## config.mk

```make
export PLATFORM = sky130hd
export DESIGN_NAME = anpr_next_page_regs
export DESIGN_NICKNAME = d
export VERILOG_FILES = /design/src/rtl/anpr_pkg.sv /design/src/rtl/anpr_mdio_serial.sv /design/src/rtl/anpr_next_page_regs.sv
export SDC_FILE = /design/constraint.sdc
export NUM_CORES = 1
export LEC_CHECK = 0
export BUFFER_PORTS_ARGS = -buffer_cell sky130_fd_sc_hd__buf_4
export CAP_MARGIN = 5
export CORE_ASPECT_RATIO = 1.5
export CORE_MARGIN = 1
export CORE_UTILIZATION = 65
export DETAILED_ROUTE_END_ITERATION = 8
export MAX_ROUTING_LAYER = met4
export PLACE_DENSITY = 0.85
export REMOVE_ABC_BUFFERS = 1
export SLEW_MARGIN = 10
export SYNTH_ARGS = -nofsm -noshare
export SYNTH_HDL_FRONTEND = slang
export SYNTH_HIERARCHICAL = 1
export SYNTH_SLANG_ARGS = --single-unit
```

## constraint.sdc

```tcl
create_clock -name clk -period 5.9 [get_ports clk]
set_clock_uncertainty 0.15 [all_clocks]
set_input_delay 1.18 -clock clk [delete_from_list [all_inputs] [get_ports clk]]
set_output_delay 1.18 -clock clk [all_outputs]
set_load 0.05 [all_outputs]
```

## src/rtl/anpr_pkg.sv

```systemverilog
// constants for the next-page register slice and its serial management port
// assumes one 40 MHz core clock and a management clock sampled as a plain input
package anpr_pkg;
    // ****************************************
    // register offsets
    // ****************************************
    localparam logic [4:0] ADDR_EXP   = 5'h06;
    localparam logic [4:0] ADDR_NP_TX = 5'h07;
    localparam logic [4:0] ADDR_NP_RX = 5'h08;
    localparam logic [4:0] ADDR_DIG   = 5'h10;
    localparam logic [4:0] ADDR_ANA   = 5'h11;
    // ****************************************
    // field positions
    // ****************************************
    localparam int EXP_NP_ABLE   = 2;
    localparam int EXP_PAGE_RCVD = 1;
    localparam int EXP_LP_ABLE   = 0;
    localparam int NP_MORE       = 15;
    localparam int NP_ACK        = 14;
    localparam int NP_MSG_PAGE   = 13;
    localparam int NP_ACK2       = 12;
    localparam int NP_TOGGLE     = 11;
    localparam int NP_MSG_MSB    = 10;
    localparam int DIG_PLL_OFF   = 4;
    localparam int ANA_RSV_LSB   = 6;
    // ****************************************
    // reset values
    // ****************************************
    localparam logic        NP_TX_MP_RST   = 1'h1;
    localparam logic        NP_TX_ACK2_RST = 1'h0;
    localparam logic [10:0] NP_TX_MSG_RST  = 11'h001;
    localparam logic [15:0] NP_RX_RST      = 16'h0000;
    localparam logic [15:0] DIG_RST        = 16'h0000;
    localparam logic [9:0]  ANA_RSV_RST    = 10'h000;
    localparam logic        NP_ABLE_VAL    = 1'h1;
    // ****************************************
    // serial frame
    // ****************************************
    localparam logic [5:0] PRE_LEN   = 6'h20;
    localparam logic [5:0] HDR_LAST  = 6'h0C;
    localparam logic [5:0] DATA_LAST = 6'h10;
    localparam logic [1:0] OP_READ   = 2'h2;
    localparam logic [1:0] OP_WRITE  = 2'h1;
endpackage

```

## src/rtl/anpr_mdio_serial.sv

```systemverilog
// serial management frame engine: preamble, header, turnaround, data
// assumes mdc is far slower than clk and synchronous to it
`timescale 1ns/1ps
module anpr_mdio_serial (
    input  wire logic        clk,
    input  wire logic        reset_n,
    input  wire logic        mdc,
    input  wire logic        mdio_in,
    input  wire logic [4:0]  phy_addr,
    input  wire logic [15:0] rd_data,
    output logic             mdio_out,
    output logic             mdio_oe_n,
    output logic             rd_req,
    output logic             wr_req,
    output logic [4:0]       reg_addr,
    output logic [15:0]      wr_data
);
    typedef enum logic [1:0] {S_PRE, S_HDR, S_TA, S_DATA} anpr_mdio_state_t;

    anpr_mdio_state_t state, next_state;
    logic             mdc_q;
    logic [5:0]       cnt, next_cnt;
    logic [12:0]      hdr, next_hdr;
    logic [15:0]      shift, next_shift;
    logic             is_read, next_is_read;
    logic             next_mdio_out, next_mdio_oe_n;
    logic             next_rd_req, next_wr_req;
    logic [4:0]       next_reg_addr;
    logic [15:0]      next_wr_data;
    logic [12:0]      full;
    logic             mdc_rise;

    assign mdc_rise = mdc & ~mdc_q;
    assign full     = {hdr[11:0], mdio_in};

    // frame sequencing, all moves on a rising management clock
    always_comb begin
        next_state     = state;
        next_cnt       = cnt;
        next_hdr       = hdr;
        next_shift     = shift;
        next_is_read   = is_read;
        next_mdio_out  = mdio_out;
        next_mdio_oe_n = mdio_oe_n;
        next_rd_req    = 1'b0;
        next_wr_req    = 1'b0;
        next_reg_addr  = reg_addr;
        next_wr_data   = wr_data;
        if (mdc_rise) begin
            unique case (state)
                S_PRE: begin
                    if (mdio_in) begin
                        if (cnt != anpr_pkg::PRE_LEN) begin
                            next_cnt = cnt + 6'h01;
                        end
                    end else if (cnt == anpr_pkg::PRE_LEN) begin
                        next_state = S_HDR;
                        next_cnt   = 6'h00;
                    end else begin
                        next_cnt = 6'h00;
                    end
                end
                S_HDR: begin
                    next_hdr = full;
                    next_cnt = cnt + 6'h01;
                    if (cnt == anpr_pkg::HDR_LAST) begin
                        // foreign address or bad opcode drops back to preamble hunt
                        next_cnt      = 6'h00;
                        next_state    = S_PRE;
                        next_reg_addr = full[4:0];
                        if (full[12] && full[9:5] == phy_addr) begin
                            if (full[11:10] == anpr_pkg::OP_READ) begin
                                next_state   = S_TA;
                                next_is_read = 1'b1;
                                next_rd_req  = 1'b1;
                            end else if (full[11:10] == anpr_pkg::OP_WRITE) begin
                                next_state   = S_TA;
                                next_is_read = 1'b0;
                            end
                        end
                    end
                end
                S_TA: begin
                    // second turnaround bit is driven low on reads
                    if (is_read) begin
                        next_mdio_out  = 1'b0;
                        next_mdio_oe_n = 1'b0;
                        next_shift     = rd_data;
                    end
                    next_state = S_DATA;
                    next_cnt   = 6'h00;
                end
                S_DATA: begin
                    next_cnt = cnt + 6'h01;
                    if (is_read) begin
                        next_mdio_out = shift[15];
                        next_shift    = {shift[14:0], 1'b0};
                    end else begin
                        next_shift = {shift[14:0], mdio_in};
                    end
                    if (cnt == anpr_pkg::DATA_LAST) begin
                        next_state     = S_PRE;
                        next_cnt       = 6'h00;
                        next_mdio_out  = 1'b1;
                        next_mdio_oe_n = 1'b1;
                        next_wr_req    = ~is_read;
                        next_wr_data   = {shift[14:0], mdio_in};
                    end
                end
            endcase
        end
    end

    always_ff @(posedge clk or negedge reset_n) begin
        if (!reset_n) begin
            state     <= S_PRE;
            mdc_q     <= 1'b0;
            cnt       <= 6'h00;
            hdr       <= 13'h0000;
            shift     <= 16'h0000;
            is_read   <= 1'b0;
            mdio_out  <= 1'b1;
            mdio_oe_n <= 1'b1;
            rd_req    <= 1'b0;
            wr_req    <= 1'b0;
            reg_addr  <= 5'h00;
            wr_data   <= 16'h0000;
        end else begin
            state     <= next_state;
            mdc_q     <= mdc;
            cnt       <= next_cnt;
            hdr       <= next_hdr;
            shift     <= next_shift;
            is_read   <= next_is_read;
            mdio_out  <= next_mdio_out;
            mdio_oe_n <= next_mdio_oe_n;
            rd_req    <= next_rd_req;
            wr_req    <= next_wr_req;
            reg_addr  <= next_reg_addr;
            wr_data   <= next_wr_data;
        end
    end
endmodule

```

## src/rtl/anpr_next_page_regs.sv

```systemverilog
// next-page register slice with expansion flags and pll control bit
// assumes the negotiation engine gives one-cycle page pulses in the clk domain
`timescale 1ns/1ps
module anpr_next_page_regs (
    input  wire logic        clk,
    input  wire logic        reset_n,
    input  wire logic        mdc,
    input  wire logic        mdio_in,
    output logic             mdio_out,
    output logic             mdio_oe_n,
    input  wire logic [4:0]  phy_addr,
    input  wire logic        an_page_rcvd,
    input  wire logic [15:0] an_rx_page,
    input  wire logic        an_partner_able,
    input  wire logic        an_tx_toggle,
    input  wire logic        energy_detect_power_down,
    output logic             np_tx_message_page,
    output logic             np_tx_comply_ack,
    output logic [10:0]      np_tx_message,
    output logic             pll_off
);
    logic        rd_req, wr_req;
    logic [4:0]  reg_addr;
    logic [15:0] wr_data;
    logic [15:0] rd_data, next_rd_data, rd_value;
    logic        page_rcvd, next_page_rcvd;
    logic        partner_able, tx_toggle;
    logic [15:0] np_rx, next_np_rx;
    logic        next_np_tx_message_page, next_np_tx_comply_ack;
    logic [10:0] next_np_tx_message;
    logic [15:0] dig_ctrl, next_dig_ctrl;
    logic [9:0]  ana_rsv, next_ana_rsv;
    logic        next_pll_off;

    // ****************************************
    // serial port
    // ****************************************
    anpr_mdio_serial u_serial (
        .clk       (clk),
        .reset_n   (reset_n),
        .mdc       (mdc),
        .mdio_in   (mdio_in),
        .phy_addr  (phy_addr),
        .rd_data   (rd_data),
        .mdio_out  (mdio_out),
        .mdio_oe_n (mdio_oe_n),
        .rd_req    (rd_req),
        .wr_req    (wr_req),
        .reg_addr  (reg_addr),
        .wr_data   (wr_data)
    );

    // ****************************************
    // register file
    // ****************************************
    // read view; unmapped offsets read zero
    always_comb begin
        rd_value = 16'h0000;
        unique case (reg_addr)
            anpr_pkg::ADDR_EXP: begin
                rd_value[anpr_pkg::EXP_NP_ABLE]   = anpr_pkg::NP_ABLE_VAL;
                rd_value[anpr_pkg::EXP_PAGE_RCVD] = page_rcvd;
                rd_value[anpr_pkg::EXP_LP_ABLE]   = partner_able;
            end
            anpr_pkg::ADDR_NP_TX: begin
                rd_value[anpr_pkg::NP_MSG_PAGE]       = np_tx_message_page;
                rd_value[anpr_pkg::NP_ACK2]           = np_tx_comply_ack;
                rd_value[anpr_pkg::NP_TOGGLE]         = tx_toggle;
                rd_value[anpr_pkg::NP_MSG_MSB:0]      = np_tx_message;
            end
            anpr_pkg::ADDR_NP_RX: rd_value = np_rx;
            anpr_pkg::ADDR_DIG:   rd_value = dig_ctrl;
            // low six bits belong to other analog controls and read zero here
            anpr_pkg::ADDR_ANA:   rd_value[15:anpr_pkg::ANA_RSV_LSB] = ana_rsv;
            default:              rd_value = 16'h0000;
        endcase
    end

    // next register state from host writes and engine events
    always_comb begin
        next_rd_data            = rd_data;
        next_np_tx_message_page = np_tx_message_page;
        next_np_tx_comply_ack   = np_tx_comply_ack;
        next_np_tx_message      = np_tx_message;
        next_dig_ctrl           = dig_ctrl;
        next_ana_rsv            = ana_rsv;
        if (rd_req) begin
            next_rd_data = rd_value;
        end
        // new page sets and wins over a read clear
        next_page_rcvd = an_page_rcvd |
                         (page_rcvd & ~(rd_req && reg_addr == anpr_pkg::ADDR_EXP));
        next_np_rx = an_page_rcvd ? an_rx_page : np_rx;
        // only writable fields take host data
        if (wr_req) begin
            unique case (reg_addr)
                anpr_pkg::ADDR_NP_TX: begin
                    next_np_tx_message_page = wr_data[anpr_pkg::NP_MSG_PAGE];
                    next_np_tx_comply_ack   = wr_data[anpr_pkg::NP_ACK2];
                    next_np_tx_message      = wr_data[anpr_pkg::NP_MSG_MSB:0];
                end
                anpr_pkg::ADDR_DIG: next_dig_ctrl = wr_data;
                anpr_pkg::ADDR_ANA: next_ana_rsv  = wr_data[15:anpr_pkg::ANA_RSV_LSB];
                default: begin
                end
            endcase
        end
        // registered so the pin cannot glitch while the mode inputs settle
        // pll drops only when enabled and in power-down
        next_pll_off = dig_ctrl[anpr_pkg::DIG_PLL_OFF] & energy_detect_power_down;
    end

    always_ff @(posedge clk or negedge reset_n) begin
        if (!reset_n) begin
            rd_data            <= 16'h0000;
            page_rcvd          <= 1'b0;
            partner_able       <= 1'b0;
            tx_toggle          <= 1'b0;
            np_rx              <= anpr_pkg::NP_RX_RST;
            np_tx_message_page <= anpr_pkg::NP_TX_MP_RST;
            np_tx_comply_ack   <= anpr_pkg::NP_TX_ACK2_RST;
            np_tx_message      <= anpr_pkg::NP_TX_MSG_RST;
            dig_ctrl           <= anpr_pkg::DIG_RST;
            ana_rsv            <= anpr_pkg::ANA_RSV_RST;
            pll_off            <= 1'b0;
        end else begin
            rd_data            <= next_rd_data;
            page_rcvd          <= next_page_rcvd;
            partner_able       <= an_partner_able;
            tx_toggle          <= an_tx_toggle;
            np_rx              <= next_np_rx;
            np_tx_message_page <= next_np_tx_message_page;
            np_tx_comply_ack   <= next_np_tx_comply_ack;
            np_tx_message      <= next_np_tx_message;
            dig_ctrl           <= next_dig_ctrl;
            ana_rsv            <= next_ana_rsv;
            pll_off            <= next_pll_off;
        end
    end

    // decoded strobes shared by the checks below
    logic rd_exp, wr_np_tx, rd_np_rx, rd_ana, wr_dig;
    assign rd_exp   = rd_req && reg_addr == anpr_pkg::ADDR_EXP;
    assign wr_np_tx = wr_req && reg_addr == anpr_pkg::ADDR_NP_TX;
    assign rd_np_rx = rd_req && reg_addr == anpr_pkg::ADDR_NP_RX;
    assign rd_ana   = rd_req && reg_addr == anpr_pkg::ADDR_ANA;
    assign wr_dig   = wr_req && reg_addr == anpr_pkg::ADDR_DIG;
endmodule

```

### Word level (Yosys, flattened, before mapping)

Cells that the tools add are included.
W data, S select, Z words.

* register bits after elaboration: 138
* latch bits: 0
* bits in writable memories: 0
* bits in read-only memories: 0
* input port bits: 29
* output and inout bits: 16
* word-level logic and storage cells: 106
* memories: 0

* $add $sub $neg: 1
* multiply operators: 0
* div/mod/pow operators: 0
* $lt $le $gt $ge: 0
* equal/unequal tests: 22
* shifts and indexed selects: 0
* muxes and demuxes: 36
* bitwise gates (word level): 7
* reductions and logical operators: 17

Operators by type and width (number)
* $pmux W16 S2: 1
* $pmux W8 S4: 1
* $mux W6: 4
* $pmux W6 S4: 1
* $mux W16: 1
* $mux W1: 15
* $mux W2: 7
* $pmux W3 S4: 1
* $eq A5 B3 Y1 const B: 2
* $eq A5 B5 Y1 const B: 2
* $reduce_and A2 Y1: 5
* $reduce_and A5 Y1: 2
* $pmux W3 S3: 1
* $reduce_and A3 Y1: 3
* $ne A2 B1 Y1 const B: 4
* $pmux W2 S4: 1
* $reduce_and A4 Y1: 2
* $add A6 B1 Y6 const B: 1
* $eq A2 B2 Y1 const B: 3
* $eq A6 B4 Y1 const B: 1
* $eq A6 B5 Y1 const B: 1
* $eq A6 B6 Y1 const B: 1
* $ne A6 B6 Y1 const B: 1
* $pmux W2 S3: 1
* 13 further kinds: 21

### Logic depth before layout (Yosys ltp)

* depth in word-level cells: 6
* gate-level depth with buffers: 7
* depth with buffers taken out: 6

### Hierarchy

The synthesis kept the hierarchy.

Modules (own cells, without submodules)
* anpr_next_page_regs: times used 1, cells each 258, area each 3369.5 um2, sequential area each 1879.3 um2
* anpr_mdio_serial: times used 1, cells each 226, area each 2808.9 um2, sequential area each 1579.0 um2

### Worst setup path before layout

No wires, ideal clock.

* kind: in2reg
* start point: input mdc
* end point: register u_serial.wr_data[10]
* setup time: 125 ps
* arrival: 2212 ps
* required time: 5625 ps
* path slack: 3413 ps
* stages on the path: 5
* buffers on the path: 2
* path through: nand2b_1 > clkbuf_1 > nor3_4 > buf_8 > mux2_2

* cells in the longest elaborated chain, start to end: 2

Ends and longest elaborated chain
* from (decl): line anpr_next_page_regs.sv:7 `input wire logic mdc,`
* $and A1 B1 Y1: line anpr_mdio_serial.sv:33 `assign mdc_rise = mdc & ~mdc_q;`
* $reduce_and A3 Y1 (no line)
* to (signal assigned): line anpr_mdio_serial.sv:140 `wr_data <= next_wr_data;`
* to (decl): line anpr_mdio_serial.sv:16 `output logic [15:0] wr_data`

Every way passes these cells.
A chain may end at the register's enable or synchronous reset.

### Worst setup path in the final report

* start point: register u_serial.state[0]
* end point: register u_serial.wr_data[4]

* cells in the longest elaborated chain, start to end: 2

Ends and longest elaborated chain
* from (decl): line anpr_mdio_serial.sv:20 `anpr_mdio_state_t state, next_state;`
* from (signal assigned): line anpr_mdio_serial.sv:129 `state <= next_state;`
* $eq A2 B2 Y1: line anpr_mdio_serial.sv:50 `unique case (state)`
* $reduce_and A3 Y1 (no line)

Every way passes these cells.

==> flow_summary.rst <==
.. list-table::
   :header-rows: 1

   * - Metric
     - Value
   * - Maximum capacitance violations
     - 0
   * - Largest net degree at the start of global routing
     - 80
   * - Cell Rows
     - 43
   * - Area growth, synth to finish
     - 15.8%
   * - Area share of the largest cell type after synthesis
     - 54.3%
   * - Shortest clock period the worst path allows after layout
     - 3.13 ns
   * - Wire length on met2
     - 7450 µm
   * - Dominant cell by count in the synthesized netlist
     - sky130_fd_sc_hd__dfrtp_1
   * - DPL Wire Length
     - 8610 µm
   * - Synth async-reset ratio
     - 100%
   * - Utilization after layout
     - 77.3%
   * - Number of synthesized register bits
     - 138
   * - Std-Cell Core Area
     - 9250 µm²
   * - Number of diodes
     - 0
   * - Net switching fraction of the power
     - 20.3%
   * - Worst Setup Start Kind
     - flip-flop
   * - Horiz. Die Dim
     - 81.6 µm
   * - Arr. time, crit path
     - 3.27 ns
   * - Met3 routed WL
     - 785 µm
   * - Ys Warns
     - 6
   * - First-pass detailed-route iteration total
     - 5
   * - Sequential Area
     - 3460 µm²
   * - Overall overflow remaining after global route
     - 0
   * - Wire length per cell
     - 21.8 µm
   * - Reported leakage power
     - 3.44 nW
   * - Worst hold path type
     - flip-flop to flip-flop
   * - Clock Latency Late Sink
     - 0.42 ns
   * - Outcome
     - finished, final reports clean
   * - Final hold viol count
     - 0
   * - Vias after detailed routing
     - 4253
   * - Reg power frac
     - 45.2%
   * - Avg Vias per Cell
     - 6.56
   * - Number of gates resized after CTS
     - 0
   * - Category of the most critical setup path
     - flip-flop to flip-flop
   * - Routed Antenna Nets
     - 0
   * - Synth Area per Inst
     - 12.8 µm²
   * - Worst vdd rail ir drop
     - 0.261 mV
   * - Most numerous cell types in the synthesized netlist
     - sky130_fd_sc_hd__dfrtp_1 (134), sky130_fd_sc_hd__mux2_2 (80), sky130_fd_sc_hd__nor2_1 (26)
   * - Pwr/cell area
     - 307 nW/µm²
   * - Top achievable clock speed
     - 0.319 GHz
   * - Floorplan die area
     - 9910 µm²
   * - Count of unique library cells instantiated by Yosys
     - 60
   * - Number of fill cells
     - 562
   * - Highest layer used for signal routing
     - met4
   * - Number of clock buffers inserted by TritonCTS
     - 17
   * - Number of synthesized flops with an enable pin
     - 0
   * - RSZ-0062 raised after global routing
     - no
   * - Share of post-route cells with drive strength above 1
     - 34.1%
   * - Setup Viol. Count Final
     - 0
   * - Fin crit share
     - 53.1%
   * - Number of DRC markers in iteration 0
     - 368
   * - Port-buffer cells
     - 44
   * - Wire length of the first global-routing pass
     - 22500 µm
   * - Total area of multi-input combinational cells
     - 2510 µm²
   * - Worst Max-Slew Pin Slew
     - 1.22 ns
   * - Final nets
     - 555
   * - Dominant cells by area after synthesis
     - sky130_fd_sc_hd__dfrtp_1 (54%), sky130_fd_sc_hd__mux2_2 (15%), sky130_fd_sc_hd__o22ai_1 (2.5%)
   * - Commonest register cell after synthesis
     - sky130_fd_sc_hd__dfrtp_1
   * - Remaining design rule violation count
     - 0
   * - Post-Syn Area
     - 6180 µm²
   * - Cell chosen for the clock root
     - sky130_fd_sc_hd__clkbuf_16
   * - Clock tree from TritonCTS
     - built
   * - Pins over their slew limit
     - 0
   * - Height of the die
     - 121 µm
   * - Worst Path Required
     - 6.04 ns
   * - Post-CTS setup-driven buffer insertion count
     - 0
   * - Global routing usage summed across all routing layers
     - 32.4%
   * - Initial core utilization
     - 66.8%
   * - Critical path peak fanout
     - 21
   * - Clk network pwr share
     - 50.8%
   * - Num Clock Sinks
     - 138
   * - Post-route met1 wirelength
     - 5230 µm
   * - Buffers from clock root to sink, at most
     - 2
   * - Final Routed Wirelength
     - 14100 µm
   * - Register area share after synthesis
     - 56.0%
   * - Worst rel slew slack
     - 18.6%
   * - Switching power total
     - 0.446 mW
   * - Comb power frac
     - 4.0%
   * - IO Count
     - 45
   * - Total negative setup slack
     - 0 ns
   * - Internal Pwr Total
     - 1.75 mW
   * - Cell taking the most area after synthesis
     - sky130_fd_sc_hd__dfrtp_1
   * - Gate Count Post-Synth
     - 484
   * - Placer Congestion
     - 0.831
   * - Clock slew at the register clock pins of the worst setup and hold paths
     - 0.05 ns
   * - CTS Hold Bufs
     - 0
   * - Crit. End Element
     - flip-flop
   * - Number of H-tree branching levels
     - 4
   * - Via count of the first global-routing pass
     - 4491
   * - Initial antenna violation count
     - 0
sequential cells by signal, indices dropped and copies added, names as in the netlist, 5 cells and up, named ones only:
| signal | cells |
|---|---|
| u_serial/cnt | 6 |
| u_serial/shift | 16 |
| u_serial/wr_data | 16 |
| np_rx | 16 |
| u_serial/hdr | 12 |
| rd_data | 16 |
| dig_ctrl | 16 |
| np_tx_message | 11 |
| u_serial/reg_addr | 5 |
| ana_rsv | 10 |
metrics by stage:
stage	cell area [µm²]	power [mW]	std cells	hold slack, ns	setup slack, ns
floorplan	6040	1.04	459	0.299	3.04
global placement	6530	1.09	616	0.311	2.88
detailed placement	6530	1.09	616	0.344	2.84
CTS	7150	2.20	648	0.355	2.77
global route	7160	2.26	648	0.367	2.64
finish	7160	2.19	648	0.351	2.77
critical path: stages (launching register included):
cell and delay, ns:
sky130_fd_sc_hd__dfrtp_1 0.51, sky130_fd_sc_hd__nand2_1 0.76, sky130_fd_sc_hd__nor3_4 1.14, sky130_fd_sc_hd__mux2_2 0.43
layout by cell type (no fill, tap or decap), types with 4 or more instances in the layout:
cell                          n
sky130_fd_sc_hd__a21oi_1     22
sky130_fd_sc_hd__a221oi_1    13
sky130_fd_sc_hd__and3_1       5
sky130_fd_sc_hd__buf_4       44
sky130_fd_sc_hd__bufinv_16    4
sky130_fd_sc_hd__clkbuf_1     4
sky130_fd_sc_hd__clkbuf_16   17
sky130_fd_sc_hd__clkinv_2     4
sky130_fd_sc_hd__dfrtp_1    134
sky130_fd_sc_hd__dfstp_2      4
sky130_fd_sc_hd__inv_1       23
sky130_fd_sc_hd__mux2_2      80
sky130_fd_sc_hd__mux2_4      10
sky130_fd_sc_hd__mux2i_1     15
sky130_fd_sc_hd__nand2_1     15
sky130_fd_sc_hd__nand3_1      4
sky130_fd_sc_hd__nand3b_1    12
sky130_fd_sc_hd__nor2_1      25
sky130_fd_sc_hd__nor2b_1      4
sky130_fd_sc_hd__o21ai_0      7
sky130_fd_sc_hd__o22ai_1     25
sky130_fd_sc_hd__xor2_1       7
logic make-up after synthesis:
group	count (synthesis)	synth area share (%)
mux	105	19.4
flops	138	56.0
compound gates	84	8.95
xor+xnor	9	1.28
simple gates	97	10.2
fa+ha+maj	3	0.608
buf+inv	48	3.56
power groups by stage:
stage	logic [mW]	clock network (mW)	registers, mW
2_1_floorplan	0.0404	0	1.00
3_3_place_gp	0.0840	0	1.00
3_5_place_dp	0.0882	0	1.01
4_1_cts	0.0895	1.12	0.990
5_1_grt	0.0978	1.17	0.991
6_report	0.0881	1.12	0.990
final cells by class:
type | instances | share of cell area, %
Clock inverter | 8 | 1.96
Tap cell | 112 | 1.96
Sequential cell | 138 | 48.3
Multi-Input combinational cell | 298 | 35.0
Timing Repair Buffer | 45 | 4.77
Inverter | 23 | 1.21
Clock buffer | 24 | 6.73
metal layers:
layer | vias up | global-route usage [%]
met5 | - | -
met4 | 0 | 19.0
met3 | 74 | 8.20
met2 | 190 | 52.0
met1 | 2153 | 35.9
li1 | 1836 | -
path summary, 6_finish.rpt:
check | startpoint | end | slack, ns | cells past startpoint
setup / recovery | u_serial/state[0] | u_serial/wr_data[4] | 2.77 | 3
hold / removal | u_serial/hdr[9] | u_serial/hdr[10] | 0.35 | 1
setup reg to reg | u_serial/state[0] | u_serial/wr_data[4] | 2.77 | 3
hold reg to reg | u_serial/hdr[9] | u_serial/hdr[10] | 0.35 | 1
max in group asynchronous | reset_n | dig_ctrl[13] | 3.73 | 2
min in group asynchronous | reset_n | np_rx[5] | 0.64 | 1
Power figures use the tool's default switching activity.
